### src/hw/io_exp_pkg.sv
// package: constants and carrier structs for the I/O expansion port
// assumes: included before every design file of the port
package io_exp_pkg;

  // processor port addresses decoded inside the host
  localparam logic [7:0] EXT_IO_CTRL_PORT   = 8'hEC;
  localparam logic [7:0] INT_CTRL_PORT      = 8'hE0;
  localparam logic [7:0] INT_STATUS_PORT    = 8'hE0;
  // bit positions
  localparam int EXT_IO_ENABLE_POS          = 4;
  localparam int BUS_INT_ENABLE_POS         = 3;
  localparam int BUS_INT_STATUS_POS         = 3;
  // reset values of the two enable bits
  localparam logic EXT_IO_ENABLE_RST        = 1'b0;
  localparam logic BUS_INT_ENABLE_RST       = 1'b0;
  // lowest port number reserved for the host itself
  localparam logic [7:0] RESERVED_PORT_BASE = 8'h80;

  // processor cycle strobes, active low
  typedef struct packed {
    logic opcode_fetch_n;
    logic io_request_n;
    logic rd_n;
    logic wr_n;
  } cpu_ctl_s;

  // buffered control lines on the connector, active low
  typedef struct packed {
    logic opcode_fetch_n;
    logic io_request_n;
    logic in_strobe_n;
    logic out_strobe_n;
  } bus_ctl_s;

endpackage

### src/hw/io_exp_sync.sv
// file: two-stage synchroniser for the connector inputs
// assumes: synchronous active-high reset; inputs idle high
`timescale 1ns/1ns
`default_nettype none
module io_exp_sync #(
  parameter int WIDTH = 1
) (
  input  wire logic             CLOCK,
  input  wire logic             SRST,
  input  wire logic [WIDTH-1:0] D,
  output logic      [WIDTH-1:0] Q
);

  logic [WIDTH-1:0] meta_r;
  logic [WIDTH-1:0] meta_nxt;
  logic [WIDTH-1:0] q_r;
  logic [WIDTH-1:0] q_nxt;

  always_comb
  begin
    meta_nxt = D;
    q_nxt    = meta_r;
    if (SRST)
    begin
      meta_nxt = '1;
      q_nxt    = '1;
    end
  end

  always_ff @(posedge CLOCK)
  begin
    meta_r <= meta_nxt;
    q_r    <= q_nxt;
  end

  assign Q = q_r;

endmodule
`default_nettype wire

### src/hw/io_exp_port.sv
// file: buffered I/O expansion port between processor and connector
// assumes: processor strobes arrive synchronous to CLOCK; the connector
// lines arrive asynchronously and are synchronised here; bus data
// settles while the card holds its select low
//
// Summary of operation
// - drive eight low address lines to the connector while external I/O enabled
// - eight-bit two-way data path, active only while external I/O enabled
// - buffered opcode fetch line; with I/O request marks interrupt acknowledge
// - active-low I/O request strobe on every input or output cycle
// - active-low input strobe for the whole of each input cycle
// - active-low output strobe from I/O request and write both active
// - all lines except reset and interrupt request disabled until external I/O enable bit set
// - software sets bit 4 of port 0ECH before using the bus
// - bus wait reaches processor wait only while external I/O enabled
// - bus interrupt reaches processor only while bit 3 of port 0E0H set
// - live bus interrupt state readable on port E0 regardless of enable
`timescale 1ns/1ns
`default_nettype none
module io_exp_port #(
  parameter int ADDR_WIDTH = 8,
  parameter int DATA_WIDTH = 8
) (
  input  wire logic                  CLOCK,
  input  wire logic                  SRST,
  // processor side
  input  wire logic [ADDR_WIDTH-1:0] CPU_ADDR,
  input  wire logic [DATA_WIDTH-1:0] CPU_DATA_OUT,
  input  wire io_exp_pkg::cpu_ctl_s  CPU_CTL,
  output logic      [DATA_WIDTH-1:0] CPU_DATA_IN,
  output logic                       CPU_DATA_VALID,
  output logic                       CPU_WAIT_N,
  output logic                       CPU_INT_N,
  // connector side
  output logic      [ADDR_WIDTH-1:0] BUS_ADDR,
  output logic                       BUS_ADDR_OE,
  input  wire logic [DATA_WIDTH-1:0] BUS_DATA_I,
  output logic      [DATA_WIDTH-1:0] BUS_DATA_O,
  output logic                       BUS_DATA_OE,
  output io_exp_pkg::bus_ctl_s       BUS_CTL,
  output logic                       BUS_CTL_OE,
  output logic                       BUS_RESET_N,
  input  wire logic                  PERIPHERAL_SELECT_ACK_N,
  input  wire logic                  BUS_WAIT_REQUEST_N,
  input  wire logic                  BUS_INTERRUPT_REQUEST_N
);

  ////////////////////////////////////////////////////////////////////////
  // connector inputs through two flip-flops

  logic [2:0] pin_sync;

  io_exp_sync #(
    .WIDTH (3)
  ) u_sync (
    .CLOCK (CLOCK),
    .SRST  (SRST),
    .D     ({PERIPHERAL_SELECT_ACK_N,
             BUS_WAIT_REQUEST_N,
             BUS_INTERRUPT_REQUEST_N}),
    .Q     (pin_sync)
  );

  logic select_ack_n;
  logic wait_req_n;
  logic int_req_n;

  assign select_ack_n = pin_sync[2];
  assign wait_req_n   = pin_sync[1];
  assign int_req_n    = pin_sync[0];

  logic [DATA_WIDTH-1:0] bus_data_sync;

  io_exp_sync #(
    .WIDTH (DATA_WIDTH)
  ) u_data_sync (
    .CLOCK (CLOCK),
    .SRST  (SRST),
    .D     (BUS_DATA_I),
    .Q     (bus_data_sync)
  );

  ////////////////////////////////////////////////////////////////////////
  // cycle decode

  function automatic logic port_write(
    input io_exp_pkg::cpu_ctl_s c,
    input logic [ADDR_WIDTH-1:0] a,
    input logic [7:0]            p
  );
    port_write = !c.io_request_n && !c.wr_n && c.opcode_fetch_n
                 && (a[7:0] == p);
  endfunction

  function automatic logic port_read(
    input io_exp_pkg::cpu_ctl_s c,
    input logic [ADDR_WIDTH-1:0] a,
    input logic [7:0]            p
  );
    port_read = !c.io_request_n && !c.rd_n && c.opcode_fetch_n
                && (a[7:0] == p);
  endfunction

  logic io_cycle;
  logic in_cycle;
  logic out_cycle;
  logic int_ack;

  assign io_cycle  = !CPU_CTL.io_request_n;
  assign in_cycle  = io_cycle && !CPU_CTL.rd_n;
  assign out_cycle = io_cycle && !CPU_CTL.wr_n;
  assign int_ack   = io_cycle && !CPU_CTL.opcode_fetch_n;

  logic own_port;

  // reads in the reserved range stay with the host
  assign own_port = CPU_ADDR[7:0] >= io_exp_pkg::RESERVED_PORT_BASE;

  ////////////////////////////////////////////////////////////////////////
  // enable bits

  logic ext_io_enable_r;
  logic ext_io_enable_nxt;
  logic bus_int_enable_r;
  logic bus_int_enable_nxt;

  always_comb
  begin
    ext_io_enable_nxt  = ext_io_enable_r;
    bus_int_enable_nxt = bus_int_enable_r;
    // bit 4 of port 0ECH opens the bus
    if (port_write(CPU_CTL, CPU_ADDR, io_exp_pkg::EXT_IO_CTRL_PORT))
    begin
      ext_io_enable_nxt = CPU_DATA_OUT[io_exp_pkg::EXT_IO_ENABLE_POS];
    end
    if (port_write(CPU_CTL, CPU_ADDR, io_exp_pkg::INT_CTRL_PORT))
    begin
      bus_int_enable_nxt = CPU_DATA_OUT[io_exp_pkg::BUS_INT_ENABLE_POS];
    end
    if (SRST)
    begin
      ext_io_enable_nxt  = io_exp_pkg::EXT_IO_ENABLE_RST;
      bus_int_enable_nxt = io_exp_pkg::BUS_INT_ENABLE_RST;
    end
  end

  always_ff @(posedge CLOCK)
  begin
    ext_io_enable_r  <= ext_io_enable_nxt;
    bus_int_enable_r <= bus_int_enable_nxt;
  end

  ////////////////////////////////////////////////////////////////////////
  // connector drivers

  logic [ADDR_WIDTH-1:0] bus_addr_r;
  logic [ADDR_WIDTH-1:0] bus_addr_nxt;
  logic                  addr_oe_r;
  logic                  addr_oe_nxt;
  logic [DATA_WIDTH-1:0] bus_data_r;
  logic [DATA_WIDTH-1:0] bus_data_nxt;
  logic                  data_oe_r;
  logic                  data_oe_nxt;
  io_exp_pkg::bus_ctl_s  bus_ctl_r;
  io_exp_pkg::bus_ctl_s  bus_ctl_nxt;
  logic                  ctl_oe_r;
  logic                  ctl_oe_nxt;
  logic                  reset_n_r;
  logic                  reset_n_nxt;

  always_comb
  begin
    bus_addr_nxt = '0;
    addr_oe_nxt  = 1'b0;
    bus_data_nxt = '0;
    data_oe_nxt  = 1'b0;
    bus_ctl_nxt  = '1;
    ctl_oe_nxt   = 1'b0;
    // nothing but reset leaves the port while disabled
    if (ext_io_enable_r)
    begin
      // low port address onto the connector
      bus_addr_nxt = CPU_ADDR;
      addr_oe_nxt  = 1'b1;
      ctl_oe_nxt   = 1'b1;
      bus_ctl_nxt.opcode_fetch_n = CPU_CTL.opcode_fetch_n;
      // I/O request on every input or output cycle
      bus_ctl_nxt.io_request_n   = !io_cycle;
      // input strobe for the whole input cycle
      bus_ctl_nxt.in_strobe_n    = !in_cycle;
      // output strobe from request and write
      bus_ctl_nxt.out_strobe_n   = !out_cycle;
      // processor drives the data lines except on input and interrupt acknowledge cycles
      if (!in_cycle && !int_ack)
      begin
        bus_data_nxt = CPU_DATA_OUT;
        data_oe_nxt  = 1'b1;
      end
    end
    // reset always passes through
    reset_n_nxt = !SRST;
    if (SRST)
    begin
      bus_addr_nxt = '0;
      addr_oe_nxt  = 1'b0;
      bus_data_nxt = '0;
      data_oe_nxt  = 1'b0;
      bus_ctl_nxt  = '1;
      ctl_oe_nxt   = 1'b0;
    end
  end

  always_ff @(posedge CLOCK)
  begin
    bus_addr_r <= bus_addr_nxt;
    addr_oe_r  <= addr_oe_nxt;
    bus_data_r <= bus_data_nxt;
    data_oe_r  <= data_oe_nxt;
    bus_ctl_r  <= bus_ctl_nxt;
    ctl_oe_r   <= ctl_oe_nxt;
    reset_n_r  <= reset_n_nxt;
  end

  ////////////////////////////////////////////////////////////////////////
  // processor side: read data, wait and interrupt

  logic [DATA_WIDTH-1:0] cpu_data_r;
  logic [DATA_WIDTH-1:0] cpu_data_nxt;
  logic                  cpu_valid_r;
  logic                  cpu_valid_nxt;
  logic                  cpu_wait_n_r;
  logic                  cpu_wait_n_nxt;
  logic                  cpu_int_n_r;
  logic                  cpu_int_n_nxt;
  logic                  select_held_r;
  logic                  select_held_nxt;

  always_comb
  begin
    cpu_data_nxt  = '0;
    cpu_valid_nxt = 1'b0;
    // live request level on port E0 whatever the enable
    if (port_read(CPU_CTL, CPU_ADDR, io_exp_pkg::INT_STATUS_PORT))
    begin
      cpu_data_nxt[io_exp_pkg::BUS_INT_STATUS_POS] = int_req_n;
      cpu_valid_nxt = 1'b1;
    end
    // select low turns the transceiver toward the processor
    else if (ext_io_enable_r && in_cycle && !own_port && !select_ack_n
             && select_held_r)
    begin
      cpu_data_nxt  = bus_data_sync;
      cpu_valid_nxt = 1'b1;
    end
    // data bits may resolve a cycle after select; wait one more sample
    select_held_nxt = !select_ack_n;
    cpu_wait_n_nxt = !(ext_io_enable_r && !wait_req_n);
    // interrupt passes only while its enable is set
    cpu_int_n_nxt  = !(bus_int_enable_r && !int_req_n);
    if (SRST)
    begin
      cpu_data_nxt   = '0;
      cpu_valid_nxt  = 1'b0;
      cpu_wait_n_nxt = 1'b1;
      cpu_int_n_nxt  = 1'b1;
      select_held_nxt = 1'b0;
    end
  end

  always_ff @(posedge CLOCK)
  begin
    cpu_data_r   <= cpu_data_nxt;
    cpu_valid_r  <= cpu_valid_nxt;
    cpu_wait_n_r <= cpu_wait_n_nxt;
    cpu_int_n_r  <= cpu_int_n_nxt;
    select_held_r <= select_held_nxt;
  end

  ////////////////////////////////////////////////////////////////////////
  // outputs

  assign BUS_ADDR       = bus_addr_r;
  assign BUS_ADDR_OE    = addr_oe_r;
  assign BUS_DATA_O     = bus_data_r;
  assign BUS_DATA_OE    = data_oe_r;
  assign BUS_CTL        = bus_ctl_r;
  assign BUS_CTL_OE     = ctl_oe_r;
  assign BUS_RESET_N    = reset_n_r;
  assign CPU_DATA_IN    = cpu_data_r;
  assign CPU_DATA_VALID = cpu_valid_r;
  assign CPU_WAIT_N     = cpu_wait_n_r;
  assign CPU_INT_N      = cpu_int_n_r;

endmodule
`default_nettype wire

### config.mk
export PLATFORM = sky130hd
export DESIGN_NAME = io_exp_port
export DESIGN_NICKNAME = d
export VERILOG_FILES = /design/src/hw/io_exp_pkg.sv /design/src/hw/io_exp_sync.sv /design/src/hw/io_exp_port.sv
export SDC_FILE = /design/constraint.sdc
export NUM_CORES = 1
export LEC_CHECK = 0
export BUFFER_PORTS_ARGS = -buffer_cell sky130_fd_sc_hd__buf_2
export CORE_UTILIZATION = 46
export CTS_CLUSTER_DIAMETER = 80
export DETAILED_ROUTE_END_ITERATION = 16
export PLACE_DENSITY = 0.81
export SLEW_MARGIN = 30
export SYNTH_ARGS = -nofsm -noshare
export SYNTH_HDL_FRONTEND = slang
export SYNTH_HIERARCHICAL = 1
export SYNTH_SLANG_ARGS = --single-unit
### constraint.sdc
create_clock -name CLOCK -period 1.65 [get_ports CLOCK]
set_input_delay 0.33 -clock CLOCK [delete_from_list [all_inputs] [get_ports CLOCK]]
set_output_delay 0.33 -clock CLOCK [all_outputs]
set_load 0.01 [all_outputs]
Word level (Yosys, flattened, before mapping)
Cells that the tools add are included.

$lt $le $gt $ge: 1. Eq/ne operators: 2. Multiplexer cells: 6. Bitwise gates (word level): 3. Reduce and logical (&&, ||, !) cells: 32.

Operators with widths (number): equality test 8 bit, second input constant (2); logical AND 1 bit (15); logical NOT 1 bit (14); >= comparator 8 bit, second input constant (1); OR reduction 3 bit (2); 2-to-1 mux 1 bit (5); 2-to-1 mux 4 bit (1); inverter 1 bit (3); OR reduction 2 bit (1).

Register bits after elaboration: 59. Input port bits: 33. Output and inout port bits: 35. Word-level logic and storage cells: 65.

Logic depth before layout (Yosys ltp)
Word-level depth: 8. Depth in mapped cells: 4. Gate-level depth less buffers: 3.

Hierarchy
The synthesis kept the hierarchy.

Modules (own cells, without submodules): io_exp_port (instances 1, cells an instance 100, area each 1108.6 µm², seq. area each 740.7 µm²); io_exp_sync at u_data_sync (instances 1, cells an instance 33, area each 431.7 µm², seq. area each 320.3 µm²); io_exp_sync at u_sync (instances 1, cells an instance 12, area each 157.7 µm², seq. area each 120.1 µm²).

Worst setup path after synthesis
No wires, ideal clock.

Path kind: input -> register. From: input port CPU_CTL[2] in the netlist's numbering. To: register bus_int_enable_r. Setup time: 0.070 ns. Arrival time: 1.375 ns. Data required time: 1.580 ns. Setup slack: 0.206 ns. Stages: 3. Path buffers: 0. Path through: or4_1 > or4_1 > a21oi_1.

Cells in the longest elaborated chain, start to end: 4.

Ends and longest elaborated chain: start, declared (RTL line io_exp_port.sv:29) `input wire io_exp_pkg::cpu_ctl_s CPU_CTL,`; logical NOT 1 bit (RTL line io_exp_port.sv:91) `port_write = !c.io_request_n && !c.wr_n && c.opcode_fetch_n`; logical AND 1 bit (2 in series) (RTL line io_exp_port.sv:91); logical AND 1 bit (RTL line io_exp_port.sv:92) `&& (a[7:0] == p);`; end signal, assigned (RTL line io_exp_port.sv:150) `bus_int_enable_r <= bus_int_enable_nxt;`; end, declared (RTL line io_exp_port.sv:124) `logic bus_int_enable_r;`.

Every way passes these cells. A chain may end at the register's enable or synchronous reset.

Worst setup path in the final report
Same ends and word-level chain as after synthesis.

==> results.tsv <==
stage	metric	value	unit
routing	via-per-instance ratio	4.32	
worst_setup_path	FF-to-FF path depth	3	
routing	DR WL/cell	10.5	µm
worst_setup_path	worst r2r dst	BUS_DATA_O[1]$_SDFF_PP0_	
floorplan	IO Count	68	
synth	main flop type after synthesis	dfxtp_1	
worst_setup_path	critical path class	primary input to register	
routing	drt drc	0	
hold_path	Worst Min Path Start	BUS_DATA_I[7]	
clock_network	clock latency on the worst-skew pair	0.32	ns
placed_design	port bufs	67	
floorplan	Rows	21	
clock_network	Max clock buf depth	2	
sta	clk_skew	0.00360	ns
clock_network	# hold bufs at CTS	0	
clock_network	root buffer cell	clkbuf_8	
sta	setup TNS	0	ns
status	outcome	complete, no violations	
floorplan	core area	0.00344	mm²
global_routing	GRT Resource Usage Total	17.1	%
placed_design	Placed Instances	257	
synth	Post-synth top cells	59 x dfxtp_1, 24 x and2_1, 22 x or2_1	
clock_network	H-Tree Depth	3	
routing	DR vias	1179	
hold_path	depth of the worst hold-timing path	2	
global_routing	vias in the first global route	1108	
global_routing	gr ovfl total	0	
worst_setup_path	crit end category	register	
floorplan	initial core utilization	49.3	%
synth	post-synth top area share	69.6	%
finish	Post-Route Utilization	66.9	%
finish	final cell count without fillers	273	
finish	Area Growth Syn to Fin	35.7	%
clock_network	Reg clk slew, reported paths	0.06	ns
synth	Synth Register Bits	59	
synth	top-count cell post-synth	dfxtp_1	
synth	Mapped Nets	178	
synth	fraction of registers with async set/reset	0	%
sta	minimum clock period	1.27	ns
routing	Starting DRT DRC Count	18	
run	# Max-Cap Violations	0	
sta	measured slew at the worst slew-check pin	0.443	ns
finish	combined area of the multi-input logic cells	479	µm²
clock_network	post-CTS setup repair buffer count	0	
synth	synth warn	6	
routing	routed wire length	2870	µm
worst_setup_path	Reg2Reg Launch Point	ext_io_enable_r$_SDFFE_PP0P_	
global_routing	largest net degree at the start of global routing	24	
placed_design	gpl congestion	0.811	
finish	Reg area	0.00118	mm²
sta	Rel. slew slack	70.4	%
finish	diode count	0	
synth	register area share after synthesis	69.6	%
clock_network	Clock Sinks	59	
hold_path	hold endpoint	u_data_sync/meta_r[7]$_SDFF_PP1_	
sta	Final Hold Vio Count	0	
floorplan	Die ar.	0.00394	mm²
sta	Slew Limit Fails	0	
clock_network	CTS resizes	0	
pwr	Static Leak	1.08	nW
routing	Final ANT Viol Nets	0	
sta	RSZ-0062 raised after global routing	no	
floorplan	die width	62.8	µm
synth	Cell Area, Synth	0.00170	mm²
finish	FILL cells	294	
sta	worst setup margin	0.379	ns
global_routing	first-pass GRT wire length	4890	µm
finish	nets	255	
hold_path	Tightest Hold Check Type	primary input to register	
synth	biggest area consumer among synthesized cells	dfxtp_1	
global_routing	initial antenna violation count	0	
pwr	Tot Pwr	0.00286	W
synth	Mapped Avg Cell Area	11.7	µm²
placed_design	post-placement setup slack	0.0538	ns
sta	Tcrit/Tclk final	77.0	%
finish	fraction of layout cells with a size suffix above 1	39.2	%
placed_design	Detailed Place HPWL	2110	µm
floorplan	Die H	62.8	µm
synth	Gate Count Post-Synth	145	
worst_setup_path	Req. time, crit path	1.90	ns
synth	number of distinct library cells after synthesis	22	
clock_network	CTS tree	built	
routing	drt first pass iters	4	
sta	Fmax	787	MHz
sta	count of final setup violators	0	
synth	synth top area cells	dfxtp_1 70%, and2_1 8.8%, or2_1 8.1%, nand4_1 1.5%, nor2_1 1.3%	
worst_setup_path	CP Max Fanout	2	
clock_network	cts bufs inserted	9	
worst_setup_path	Reg2Reg Setup Slack	0.49	ns
pwr	PD cells	1240	mW/mm²
synth	EDFF count, synth	0	
pwr	Peak VDD IR	0.000707	V
worst_setup_path	Setup crit start kind	primary input	
worst_setup_path	Critical Path AT	1.52	ns
[cell usage in the layout (no fill, tap or decap), types with 2 or more instances in the layout]
cell / instances
a21oi_1: 3
and2_1: 24
buf_2: 67
buf_4: 4
clkbuf_8: 12
clkinv_2: 2
dfxtp_1: 59
nand2_1: 5
nand2b_1: 3
nand4_1: 4
nor2_1: 6
nor2b_1: 3
or2_1: 22
or4_1: 2
[layout make-up]
class	count	area share (%)
clock inverter	4	2.06
timing repair buffer	71	15.9
sequential	59	51.3
inverter	2	0.326
clock buffer	12	7.17
multi-input combinational	79	20.8
tap	46	2.50
[worst max-delay path by stage]
stage,depth (start not counted),from,to,slack (ns)
finish,4,CPU_CTL[2],bus_int_enable_r$_SDFFE_PP0P_,0.38
global route,3,ext_io_enable_r$_SDFFE_PP0P_,BUS_DATA_O[1]$_SDFF_PP0_,0.35
detailed placement,4,CPU_CTL[2],bus_int_enable_r$_SDFFE_PP0P_,0.05
CTS,4,CPU_CTL[2],bus_int_enable_r$_SDFFE_PP0P_,0.40
floorplan,3,CPU_CTL[2],bus_int_enable_r$_SDFFE_PP0P_,0.21
global placement,4,CPU_CTL[2],bus_int_enable_r$_SDFFE_PP0P_,0.09
[registers in the layout, indices dropped and copies added, names as in the netlist]
register / cells
bus_int_enable_r: 1
CPU_DATA_IN: 8
CPU_DATA_VALID: 1
CPU_WAIT_N: 1
u_data_sync/meta_r: 8
ext_io_enable_r: 1
u_sync/Q: 3
BUS_DATA_O: 8
BUS_CTL_OE: 1
CPU_INT_N: 1
select_held_r: 1
BUS_CTL: 4
BUS_DATA_OE: 1
u_data_sync/Q: 8
u_sync/meta_r: 3
BUS_ADDR: 8
BUS_RESET_N: 1
[layer usage]
layer,global-route usage [%],routed length (µm),up-vias
met1,18.0,1210,511
met3,6.39,159,10
met4,13.7,82,0
met5,0,0,-
li1,-,-,615
met2,27.4,1420,43
[cell families (layout without fill, tap and decap cells)]
kind of cell / count (synthesis) / after routing / synth area share (%)
flip-flops: 59 / 59 / 69.6
multiplexers: 1 / 1 / 0.663
buffers and inverters: 7 / 89 / 2.21
AO/OA/AOI/OAI: 5 / 5 / 1.84
AND/OR/NAND/NOR: 73 / 73 / 25.7
[worst max-delay path, stage by stage]
cell,delay (ns)
buf_2,0.10
or4_1,0.53
or4_1,0.41
a21oi_1,0.15
[through the flow]
| step | area [µm²] | hold slack (ns) |
|---|---|---|
| after floorplan | 1700 | 0.358 |
| after global placement | 2090 | 0.387 |
| after detailed placement | 2090 | 0.390 |
| after CTS | 2300 | 0.165 |
| after global routing | 2300 | 0.158 |
| final | 2300 | 0.183 |
[where the power goes]
| group | total, W | switching (W) | internal (W) |
|---|---|---|---|
| clock network | 0.00131 | 0.000500 | 0.000814 |
| registers | 0.00146 | 0.00000576 | 0.00145 |
| logic | 0.0000883 | 0.0000390 | 0.0000493 |
No activity file was read; power rests on OpenSTA's default activity.
